--- config.mk ---
export PLATFORM = sky130hd
export DESIGN_NAME = lpc_ctrl
export DESIGN_NICKNAME = d
export VERILOG_FILES = /design/src/core/lpc_pkg.sv /design/src/core/lpc_ctrl.sv
export SDC_FILE = /design/constraint.sdc
export NUM_CORES = 1
export LEC_CHECK = 0
export CORE_MARGIN = 8
export CORE_UTILIZATION = 40
export CTS_BUF_LIST = sky130_fd_sc_hd__clkbuf_4 sky130_fd_sc_hd__clkbuf_8
export DETAILED_ROUTE_END_ITERATION = 12
export DONT_BUFFER_PORTS = 1
export HOLD_SLACK_MARGIN = 0.05
export PLACE_DENSITY = 0.57
export SLEW_MARGIN = 5
export SYNTH_ARGS = -nofsm -noshare
export SYNTH_HDL_FRONTEND = slang
export SYNTH_SLANG_ARGS = --single-unit
--- constraint.sdc ---
create_clock -name clk -period 2.3 [get_ports clk]
set_input_delay 0.23 -clock clk [delete_from_list [all_inputs] [get_ports clk]]
set_output_delay 0.23 -clock clk [all_outputs]
set_load 0.02 [all_outputs]
--- src/core/lpc_pkg.sv ---
// Constants shared by the low-power mode controller.
// Assumes a single 10 MHz clock and a classic Wishbone slave port with 32-bit data.
package lpc_pkg;
    localparam int          ADDR_W          = 8;
    localparam logic [7:0]  OFF_PWRMODE     = 8'h00;
    localparam logic [7:0]  OFF_DIV         = 8'h04;
    localparam logic [7:0]  OFF_LPCTRL      = 8'h08;
    localparam logic [7:0]  OFF_WAKE_EN     = 8'h0c;
    localparam logic [7:0]  OFF_SNOOZE_EN   = 8'h10;
    localparam logic [7:0]  OFF_MSTOP       = 8'h14;
    localparam logic [7:0]  OFF_STATE       = 8'h18;
    localparam logic [7:0]  OFF_IRQ_STAT    = 8'h1c;
    localparam logic [7:0]  OFF_IRQ_MASK    = 8'h20;
    localparam int          NUM_IRQ         = 16;
    localparam int          NUM_MOD         = 16;
    localparam int          NUM_RST         = 6;
    localparam int          DIV_W           = 4;
    // Operating power modes: bit mask of clock sources allowed in each mode.
    // Source bits: 0 pll, 1 hoco, 2 moco, 3 loco, 4 main osc, 5 sub osc.
    localparam int          NUM_SRC         = 6;
    localparam logic [2:0]  SRC_RESET       = 3'h2;
    localparam logic [5:0]  SRC_OK_HIGH     = 6'h3f;
    localparam logic [5:0]  SRC_OK_MID      = 6'h3f;
    localparam logic [5:0]  SRC_OK_LV       = 6'h3e;
    localparam logic [5:0]  SRC_OK_LOW      = 6'h3e;
    localparam logic [5:0]  SRC_OK_SUB      = 6'h28;
    localparam logic [2:0]  PM_RESET        = 3'h1;
    localparam logic [11:0] DIV_RESET       = 12'h000;
    localparam int          EV_WAKE         = 0;
    localparam int          EV_SNOOZE_IN    = 1;
    localparam int          EV_SNOOZE_OUT   = 2;
    localparam int          EV_BAD_MODE     = 3;
    localparam int          NUM_EV          = 4;
    localparam logic        HAS_DEEP        = 1'b1;

    typedef enum logic [2:0] {
        PM_HIGH = 3'b000,
        PM_MID  = 3'b001,
        PM_LV   = 3'b010,
        PM_LOW  = 3'b011,
        PM_SUB  = 3'b100
    } lpc_pmode_t;

    typedef enum logic [1:0] {
        LP_SLEEP = 2'b00,
        LP_STBY  = 2'b01,
        LP_DEEP  = 2'b10
    } lpc_lpsel_t;

    typedef enum logic [2:0] {
        ST_NORMAL  = 3'b000,
        ST_SLEEP   = 3'b001,
        ST_STBY    = 3'b010,
        ST_DEEP    = 3'b011,
        ST_SNOOZE  = 3'b100,
        ST_RESTART = 3'b101
    } lpc_state_t;
endpackage

--- src/core/lpc_ctrl.sv ---
// Low-power mode controller: operating mode, clock dividers, sleep and standby sequencing.
// Assumes interrupt and reset request inputs are asynchronous pins; a Wishbone master on clk.
// Functional notes
// - Software selects one of five operating power modes, each allowing a set of clock sources (all six in the high and middle modes).
// - Core, peripheral and bus clock enables are divided from the selected source by programmed ratios.
// - Four low-power modes exist: sleep, software standby, deep standby and snooze.
// - Sleep halts the core and bus clocks while the peripherals keep running.
// - Sleep ends on any interrupt or any reset request.
// - Software standby gates core, peripherals and oscillators while retention stays on.
// - Software standby ends on interrupts enabled in the wake-up enable register or on any reset request.
// - Deep standby also stops oscillators and memory and removes core power.
// - Snooze runs selected peripherals from standby without waking the core.
// - Snooze is entered only from standby on snooze triggers and left on standby wake sources.
// - Every peripheral has its own module-stop bit, whatever the power mode.
module lpc_ctrl
    import lpc_pkg::*;
(
    input  wire logic                       clk,
    input  wire logic                       rst_n,
    input  wire logic [lpc_pkg::ADDR_W-1:0] wb_adr_i,
    input  wire logic [31:0]                wb_dat_i,
    output logic      [31:0]                wb_dat_o,
    input  wire logic [3:0]                 wb_sel_i,
    input  wire logic                       wb_we_i,
    input  wire logic                       wb_cyc_i,
    input  wire logic                       wb_stb_i,
    output logic                            wb_ack_o,
    input  wire logic                       sleep_request,
    input  wire logic [lpc_pkg::NUM_IRQ-1:0] irq_in,
    input  wire logic [lpc_pkg::NUM_RST-1:0] reset_request,
    output logic                            system_core_clock_en,
    output logic                            peripheral_clock_b_en,
    output logic                            peripheral_clock_d_en,
    output logic                            bus_clock_en,
    output logic [lpc_pkg::NUM_MOD-1:0]     module_run,
    output logic [lpc_pkg::NUM_SRC-1:0]     osc_enable,
    output logic                            core_power_on,
    output logic                            memory_power_on,
    output logic                            io_hold,
    output logic                            irq_o
);
    import lpc_pkg::*;

    function automatic logic [5:0] src_allowed(input logic [2:0] pm);
        case (pm)
            PM_HIGH: src_allowed = SRC_OK_HIGH;
            PM_MID:  src_allowed = SRC_OK_MID;
            PM_LV:   src_allowed = SRC_OK_LV;
            PM_LOW:  src_allowed = SRC_OK_LOW;
            PM_SUB:  src_allowed = SRC_OK_SUB;
            default: src_allowed = 6'h00;
        endcase
    endfunction

    function automatic logic div_tick(input logic [DIV_W-1:0] cnt, input logic [DIV_W-1:0] ratio);
        div_tick = (cnt == ratio);
    endfunction

    // Two-flop synchronisers for the pin inputs.
    logic [NUM_IRQ-1:0] irq_s1_reg, irq_s2_reg;
    logic [NUM_RST-1:0] rst_s1_reg, rst_s2_reg;
    logic               slp_s1_reg, slp_s2_reg;

    always_ff @(posedge clk) begin
        irq_s1_reg <= irq_in;
        irq_s2_reg <= irq_s1_reg;
        rst_s1_reg <= reset_request;
        rst_s2_reg <= rst_s1_reg;
        slp_s1_reg <= sleep_request;
        slp_s2_reg <= slp_s1_reg;
    end

    // Software-visible registers.
    logic [2:0]          pmode_reg;
    logic [2:0]          src_reg;
    logic [11:0]         div_reg;
    logic [1:0]          lpsel_reg;
    logic [NUM_IRQ-1:0]  wake_en_reg;
    logic [NUM_IRQ-1:0]  snzen_reg;
    logic [NUM_MOD-1:0]  mstop_reg;
    logic [NUM_EV-1:0]   stat_reg, stat_next;
    logic [NUM_EV-1:0]   mask_reg;
    lpc_state_t          state_reg, state_next;
    logic                ack_reg;
    logic [31:0]         rdata_reg;

    wire       req        = wb_cyc_i & wb_stb_i & ~ack_reg;
    wire       wr         = req & wb_we_i & wb_sel_i[0];
    wire       wr_pm      = wr & (wb_adr_i == OFF_PWRMODE);
    wire       wr_div     = wr & (wb_adr_i == OFF_DIV);
    wire       wr_lp      = wr & (wb_adr_i == OFF_LPCTRL);
    wire       wr_wake    = wr & (wb_adr_i == OFF_WAKE_EN);
    wire       wr_snooze  = wr & (wb_adr_i == OFF_SNOOZE_EN);
    wire       wr_ms      = wr & (wb_adr_i == OFF_MSTOP);
    wire       wr_st      = wr & (wb_adr_i == OFF_IRQ_STAT);
    wire       wr_mk      = wr & (wb_adr_i == OFF_IRQ_MASK);
    wire [5:0] new_ok     = src_allowed(wb_dat_i[2:0]);
    wire       src_fits   = new_ok[wb_dat_i[6:4]];
    wire       pm_valid   = (wb_dat_i[2:0] <= PM_SUB) && (wb_dat_i[6:4] < 3'(NUM_SRC)) && src_fits;
    wire       lp_valid   = (wb_dat_i[1:0] != 2'b11) && (HAS_DEEP || wb_dat_i[1:0] != LP_DEEP);
    wire       lp_enter   = wr_lp & wb_dat_i[8] & lp_valid & (state_reg == ST_NORMAL);
    wire       any_irq    = |irq_s2_reg;
    wire       any_rst    = |rst_s2_reg;
    wire       wake_stby  = |(irq_s2_reg & wake_en_reg) | any_rst;
    // A snooze trigger is an enabled snooze source that is not also a wake source.
    wire       snooze_go  = |(irq_s2_reg & snzen_reg & ~wake_en_reg);
    wire       slp_enter  = slp_s2_reg & (state_reg == ST_NORMAL);

    logic [31:0] rdata_mux;
    always_comb begin
        rdata_mux = 32'h0;
        if (wb_adr_i == OFF_PWRMODE) begin
            rdata_mux = {25'h0, src_reg, 1'b0, pmode_reg};
        end else if (wb_adr_i == OFF_DIV) begin
            rdata_mux = {20'h0, div_reg};
        end else if (wb_adr_i == OFF_LPCTRL) begin
            rdata_mux = {30'h0, lpsel_reg};
        end else if (wb_adr_i == OFF_WAKE_EN) begin
            rdata_mux = {16'h0, wake_en_reg};
        end else if (wb_adr_i == OFF_SNOOZE_EN) begin
            rdata_mux = {16'h0, snzen_reg};
        end else if (wb_adr_i == OFF_MSTOP) begin
            rdata_mux = {16'h0, mstop_reg};
        end else if (wb_adr_i == OFF_STATE) begin
            rdata_mux = {29'h0, state_reg};
        end else if (wb_adr_i == OFF_IRQ_STAT) begin
            rdata_mux = {28'h0, stat_reg};
        end else if (wb_adr_i == OFF_IRQ_MASK) begin
            rdata_mux = {28'h0, mask_reg};
        end
    end

    always_ff @(posedge clk) begin
        if (!rst_n) begin
            ack_reg   <= 1'b0;
            rdata_reg <= 32'h0;
        end else begin
            ack_reg   <= req;
            rdata_reg <= req ? rdata_mux : rdata_reg;
        end
    end

    always_ff @(posedge clk) begin
        if (!rst_n) begin
            pmode_reg <= PM_RESET;
            src_reg   <= SRC_RESET;
            div_reg   <= DIV_RESET;
            lpsel_reg <= LP_SLEEP;
            wake_en_reg <= '0;
            snzen_reg <= '0;
            mstop_reg <= '0;
            mask_reg  <= '0;
        end else begin
            if (wr_pm && pm_valid) begin
                pmode_reg <= wb_dat_i[2:0];
                src_reg   <= wb_dat_i[6:4];
            end
            if (wr_div) begin
                div_reg <= wb_dat_i[11:0];
            end
            if (wr_lp && lp_valid) begin
                lpsel_reg <= wb_dat_i[1:0];
            end
            if (wr_wake) begin
                wake_en_reg <= wb_dat_i[NUM_IRQ-1:0];
            end
            if (wr_snooze) begin
                snzen_reg <= wb_dat_i[NUM_IRQ-1:0];
            end
            if (wr_ms) begin
                mstop_reg <= wb_dat_i[NUM_MOD-1:0];
            end
            if (wr_mk) begin
                mask_reg <= wb_dat_i[NUM_EV-1:0];
            end
        end
    end

    // Low-power state machine.
    always_comb begin
        state_next = state_reg;
        case (state_reg)
            ST_NORMAL: begin
                if (lp_enter || slp_enter) begin
                    case (slp_enter ? LP_SLEEP : lpc_lpsel_t'(wb_dat_i[1:0]))
                        LP_STBY: state_next = ST_STBY;
                        LP_DEEP: state_next = ST_DEEP;
                        default: state_next = ST_SLEEP;
                    endcase
                end
            end
            ST_SLEEP: begin
                if (any_irq || any_rst) begin
                    state_next = ST_RESTART;
                end
            end
            ST_STBY: begin
                if (wake_stby) begin
                    state_next = ST_RESTART;
                end else if (snooze_go) begin
                    state_next = ST_SNOOZE;
                end
            end
            ST_SNOOZE: begin
                if (wake_stby) begin
                    state_next = ST_RESTART;
                end else if (!snooze_go) begin
                    state_next = ST_STBY;
                end
            end
            ST_DEEP: begin
                if (wake_stby) begin
                    state_next = ST_RESTART;
                end
            end
            default: state_next = ST_NORMAL;
        endcase
    end

    wire ev_wake = (state_next == ST_RESTART) && (state_reg != ST_RESTART);
    wire ev_sin  = (state_next == ST_SNOOZE) && (state_reg == ST_STBY);
    wire ev_sout = (state_reg == ST_SNOOZE) && (state_next != ST_SNOOZE);
    wire ev_bad  = (wr_pm && !pm_valid) || (wr_lp && !lp_valid);

    // An event in the same cycle as a write-one-to-clear wins, so no event is lost.
    always_comb begin
        stat_next = stat_reg & ~(wr_st ? wb_dat_i[NUM_EV-1:0] : '0);
        stat_next[EV_WAKE]       = stat_next[EV_WAKE] | ev_wake;
        stat_next[EV_SNOOZE_IN]  = stat_next[EV_SNOOZE_IN] | ev_sin;
        stat_next[EV_SNOOZE_OUT] = stat_next[EV_SNOOZE_OUT] | ev_sout;
        stat_next[EV_BAD_MODE]  = stat_next[EV_BAD_MODE] | ev_bad;
    end

    always_ff @(posedge clk) begin
        if (!rst_n) begin
            state_reg <= ST_NORMAL;
            stat_reg  <= '0;
        end else begin
            state_reg <= state_next;
            stat_reg  <= stat_next;
        end
    end

    // Clock dividers: each counter wraps at its ratio and gives a one-cycle enable.
    logic [DIV_W-1:0] cnt_core_reg, cnt_pb_reg, cnt_pd_reg;
    wire tick_core = div_tick(cnt_core_reg, div_reg[3:0]);
    wire tick_pb   = div_tick(cnt_pb_reg, div_reg[7:4]);
    wire tick_pd   = div_tick(cnt_pd_reg, div_reg[11:8]);

    always_ff @(posedge clk) begin
        if (!rst_n || state_reg == ST_RESTART) begin
            cnt_core_reg <= '0;
            cnt_pb_reg   <= '0;
            cnt_pd_reg   <= '0;
        end else begin
            cnt_core_reg <= tick_core ? '0 : cnt_core_reg + 1'b1;
            cnt_pb_reg   <= tick_pb ? '0 : cnt_pb_reg + 1'b1;
            cnt_pd_reg   <= tick_pd ? '0 : cnt_pd_reg + 1'b1;
        end
    end

    wire run_core   = (state_reg == ST_NORMAL);
    wire run_periph = (state_reg == ST_NORMAL) || (state_reg == ST_SLEEP);
    wire powered    = (state_reg != ST_DEEP);
    wire standby    = (state_reg == ST_STBY) || (state_reg == ST_SNOOZE) || (state_reg == ST_DEEP);
    wire [5:0] osc_sel = 6'(1) << src_reg;
    wire [5:0] osc_next = (run_periph || state_reg == ST_SNOOZE || state_reg == ST_RESTART)
                          ? (osc_sel & src_allowed(pmode_reg)) : 6'h00;
    // In snooze only peripherals enabled for it and not stopped keep running.
    wire [NUM_MOD-1:0] mod_next = ~mstop_reg & (run_periph ? {NUM_MOD{1'b1}}
                                  : (state_reg == ST_SNOOZE ? snzen_reg[NUM_MOD-1:0] : '0));

    always_ff @(posedge clk) begin
        if (!rst_n) begin
            system_core_clock_en  <= 1'b0;
            peripheral_clock_b_en <= 1'b0;
            peripheral_clock_d_en <= 1'b0;
            bus_clock_en          <= 1'b0;
            module_run            <= '0;
            osc_enable            <= '0;
            core_power_on         <= 1'b1;
            memory_power_on       <= 1'b1;
            io_hold               <= 1'b0;
            irq_o                 <= 1'b0;
        end else begin
            system_core_clock_en  <= run_core & tick_core;
            peripheral_clock_b_en <= (run_periph | state_reg == ST_SNOOZE) & tick_pb;
            peripheral_clock_d_en <= run_periph & tick_pd;
            bus_clock_en          <= run_core & tick_core;
            module_run            <= mod_next;
            osc_enable            <= osc_next;
            core_power_on         <= powered;
            memory_power_on       <= powered;
            io_hold               <= standby;
            irq_o                 <= |(stat_next & mask_reg);
        end
    end

    assign wb_ack_o = ack_reg;
    assign wb_dat_o = rdata_reg;
endmodule

==> summary.md <==
| Metric | Value |
|---|---|
| Status | finished clean |
| Initial antenna violation count | 1 |
| Htree depth | 4 |
| Peak supply drop | 0.3855 mV |
| Min Tclk post-route | 1995 ps |
| Global placement routability congestion | 0.8627 |
| CP Data Required Time | 2690 ps |
| Tcrit/Tclk final | 0.8673 |
| WP buf/inv | 0 |
| Sequential fraction of the synthesis area | 0.5203 |
| Slew Limit Headroom | 0.3811 |
| Port Buffers | 0 |
| Initial core utilization | 0.4063 |
| Sw frac | 0.2937 |
| Slowest stage delay, CP | 430 ps |
| Drt wl/cell | 19.60 um |
| Nets | 924 |
| Most common flop cell mapped by yosys | dfxtp_1 |
| Power Density | 802.3 nW/um^2 |
| RR Startpoint | irq_s2_reg[3] |
| Max-cap violations | 0 |
| Cell taking the most area after synthesis | dfxtp_1 |
| Setup violators final | 0 |
| Slew @ Worst Pin | 925.4 ps |
| DP Wirelength | 14.82 mm |
| Reg power frac | 0.560 |
| Setup Fix Bufs, Post-CTS | 0 |
| Chip Width | 148.3 um |
| Startpoint types | flop |
| Vias post-DR | 6038 |
| Syn. warnings | 0 |
| Hold_sp | rst_n |
| Total congestion overflow | 0 |
| Finished Core Util | 0.4765 |
| Netlist cell types | 60 |
| I/O pins | 135 |
| Routed WL | 21.29 mm |
| Drt pass-1 iters | 5 |
| Arr. time, crit path | 2390 ps |
| Layout cells sized above 1 | 0.09292 |
| Worst skew pair latency | 470 ps |
| Count leader, synth | dfxtp_1 |
| Worst-path cell chain | nor4_1 -> and4_1 -> a211oi_1 -> and3b_1 -> a211oi_2 -> nor2_1 -> o31ai_1 |
| Sw Pwr | 1935 uW |
| Slowest CP cell | dfxtp_1 |
| Largest fanout on the critical path | 4 |
| Root Buffer | clkbuf_8 |
| Setup Skew | 13.05 ps |
| Synth top area cells | dfxtp_1, a21oi_1, nand2_1, nand3_1, nor2_1 |
| Die Span Y | 148.3 um |
| Seq cells post-synth | 182 |
| Area grow syn2layout | 17.28% |
| # DRC | 0 |
| Fin area | 8213 um^2 |
| Hold Vio Cnt, Final | 0 |
| Mapped Cells | 802 |
| HP Class | input pin to flop |
| Synth cell count leaders | dfxtp_1, nand2_1, a21oi_1 |
| Avg Cell Area, Syn | 8.732 um^2 |
| Top-area cell type share of the netlist area | 0.5203 |
| Delay-heaviest family, CP | compound AO/OA/AOI/OAI gates |
| Filler cell count | 1667 |
| Clock power frac | 0.331 |
| Total negative setup slack | 0 ps |
| Synthesized area | 7003 um^2 |
| Antenna viol nets, final | 0 |
| CTS tree | yes |
| CP endpoint kind | flop |
| Worst hold slack | 104.6 ps |
| Synth async-reset ratio | 0 |
| Routed vias/inst | 5.560 |
| Max-slew violations | 0 |
| # diodes | 0 |
| Row cnt | 48 |
| Leak Pwr | 0.002921 uW |
| Fmax | 501.3 MHz |
| Number of synthesized flops with an enable pin | 0 |
| Cts bufs inserted | 17 |
| First-pass GRT wire length | 33.49 mm |
| Core area | 17240 um^2 |
| Pin count of the biggest net entering global routing | 48 |
| GRT Total Usage | 0.1956 |
| WS Path Type | flop to flop |
| Combinational power share | 0.109 |
| Pint | 4654 uW |
| Critical path startpoint | irq_s2_reg[3] |
| Vias in the first global route | 5949 |
| Placed cell area | 7313 um^2 |
| Clock buffer depth | 2 |
| Clk pin slew, worst setup/hold paths | 100 ps |
| Unrepaired setup endpoints after global routing | false |
| Initial DRC Count | 440 |
| CTS Sinks | 182 |
| Die area | 22000 um^2 |
[what timing repair did]
item,4_1_cts,5_1_grt
hold buffers,49,0
hold endpoints to repair,114,0
resized for setup,0,1
endpoints found under the setup margin,0,1
[worst reg2reg max path: stages, from the launching register on]
cell      delay, ps
dfxtp_1         430
nor4_1           70
and4_1          240
a211oi_1        290
and3b_1         230
a211oi_2        320
nor2_1          120
o31ai_1         220
[power groups by stage]
stage,sequential (uW),combinational (uW),clock (uW)
2_1_floorplan,3690,481,0
3_3_place_gp,3770,607,0
3_5_place_dp,3770,612,0
4_1_cts,3700,712,2240
5_1_grt,3720,795,2390
6_report,3690,719,2180
[layer usage]
layer / part of all wire / global-route usage / wire length (um) / up-vias
met1: 0.42 / 0.2370 / 8844 / 2856
met2: 0.48 / 0.3263 / 10260 / 253
met3: 0.083 / 0.05561 / 1775 / 31
met5: 0.00056 / 0 / 12 / -
li1: - / - / - / 2896
met4: 0.019 / 0.06731 / 394 / 2
[worst paths after layout]
kind	endpoint	slack, ps	cells past startpoint
setup / recovery	stat_reg[0]	310	7
hold / removal	stat_reg[1]	100	3
setup reg to reg	stat_reg[0]	310	7
hold reg to reg	irq_s2_reg[5]	320	0
[metrics by stage]
stage               worst slack, ps  total power [uW]  std cells
finish                        305.2              6589       1086
floorplan                     97.60              4172        817
detailed placement            71.78              4382       1005
global placement              72.35              4380       1005
CTS                           196.0              6653       1086
global route                  116.5              6907       1086
[final cells by class]
cell class | count | area [um^2] | share of cell area
Clock buffer | 19 | 255.2 | 0.03108
Clock inverter | 13 | 148.9 | 0.01813
Inverter | 6 | 22.52 | 0.002742
Multi-Input combinational cell | 559 | 3073 | 0.3742
Sequential cell | 182 | 3643 | 0.4436
Tap cell | 225 | 281.5 | 0.03428
Timing Repair Buffer | 82 | 788.3 | 0.09598
[kinds of logic after synthesis]
kind of cell / count (synthesis) / share of synthesized area
adders and majority gates: 4 / 0.007147
other: 1 / 0.0005355
buffers and inverters: 76 / 0.05288
DFF: 182 / 0.5203
and+or+nand+nor: 337 / 0.2323
xor gates and xnor gates: 18 / 0.02251
AOI/OAI and AO/OA: 174 / 0.1499
muxes: 10 / 0.01447
[layout by cell type, fill, tap and decap left out, types with 4 or more instances in the layout]
| master | instances |
|---|---|
| buf_4 | 29 |
| nand4_1 | 9 |
| a22oi_1 | 10 |
| nand2_1 | 137 |
| nor2_1 | 49 |
| dlygate4sd3_1 | 49 |
| nor4_1 | 10 |
| o21ai_0 | 16 |
| clkbuf_8 | 18 |
| a31oi_1 | 7 |
| a222oi_1 | 13 |
| inv_1 | 5 |
| ha_1 | 4 |
| and3_1 | 6 |
| a21oi_1 | 104 |
| buf_12 | 4 |
| or4_1 | 5 |
| nor3_1 | 10 |
| conb_1 | 16 |
| nand3b_1 | 14 |
| and4_1 | 5 |
| mux2i_1 | 9 |
| xnor2_1 | 15 |
| nand3_1 | 61 |
| dfxtp_1 | 182 |
| clkinv_4 | 4 |
Note: power is estimated with default switching activity, not from simulation.
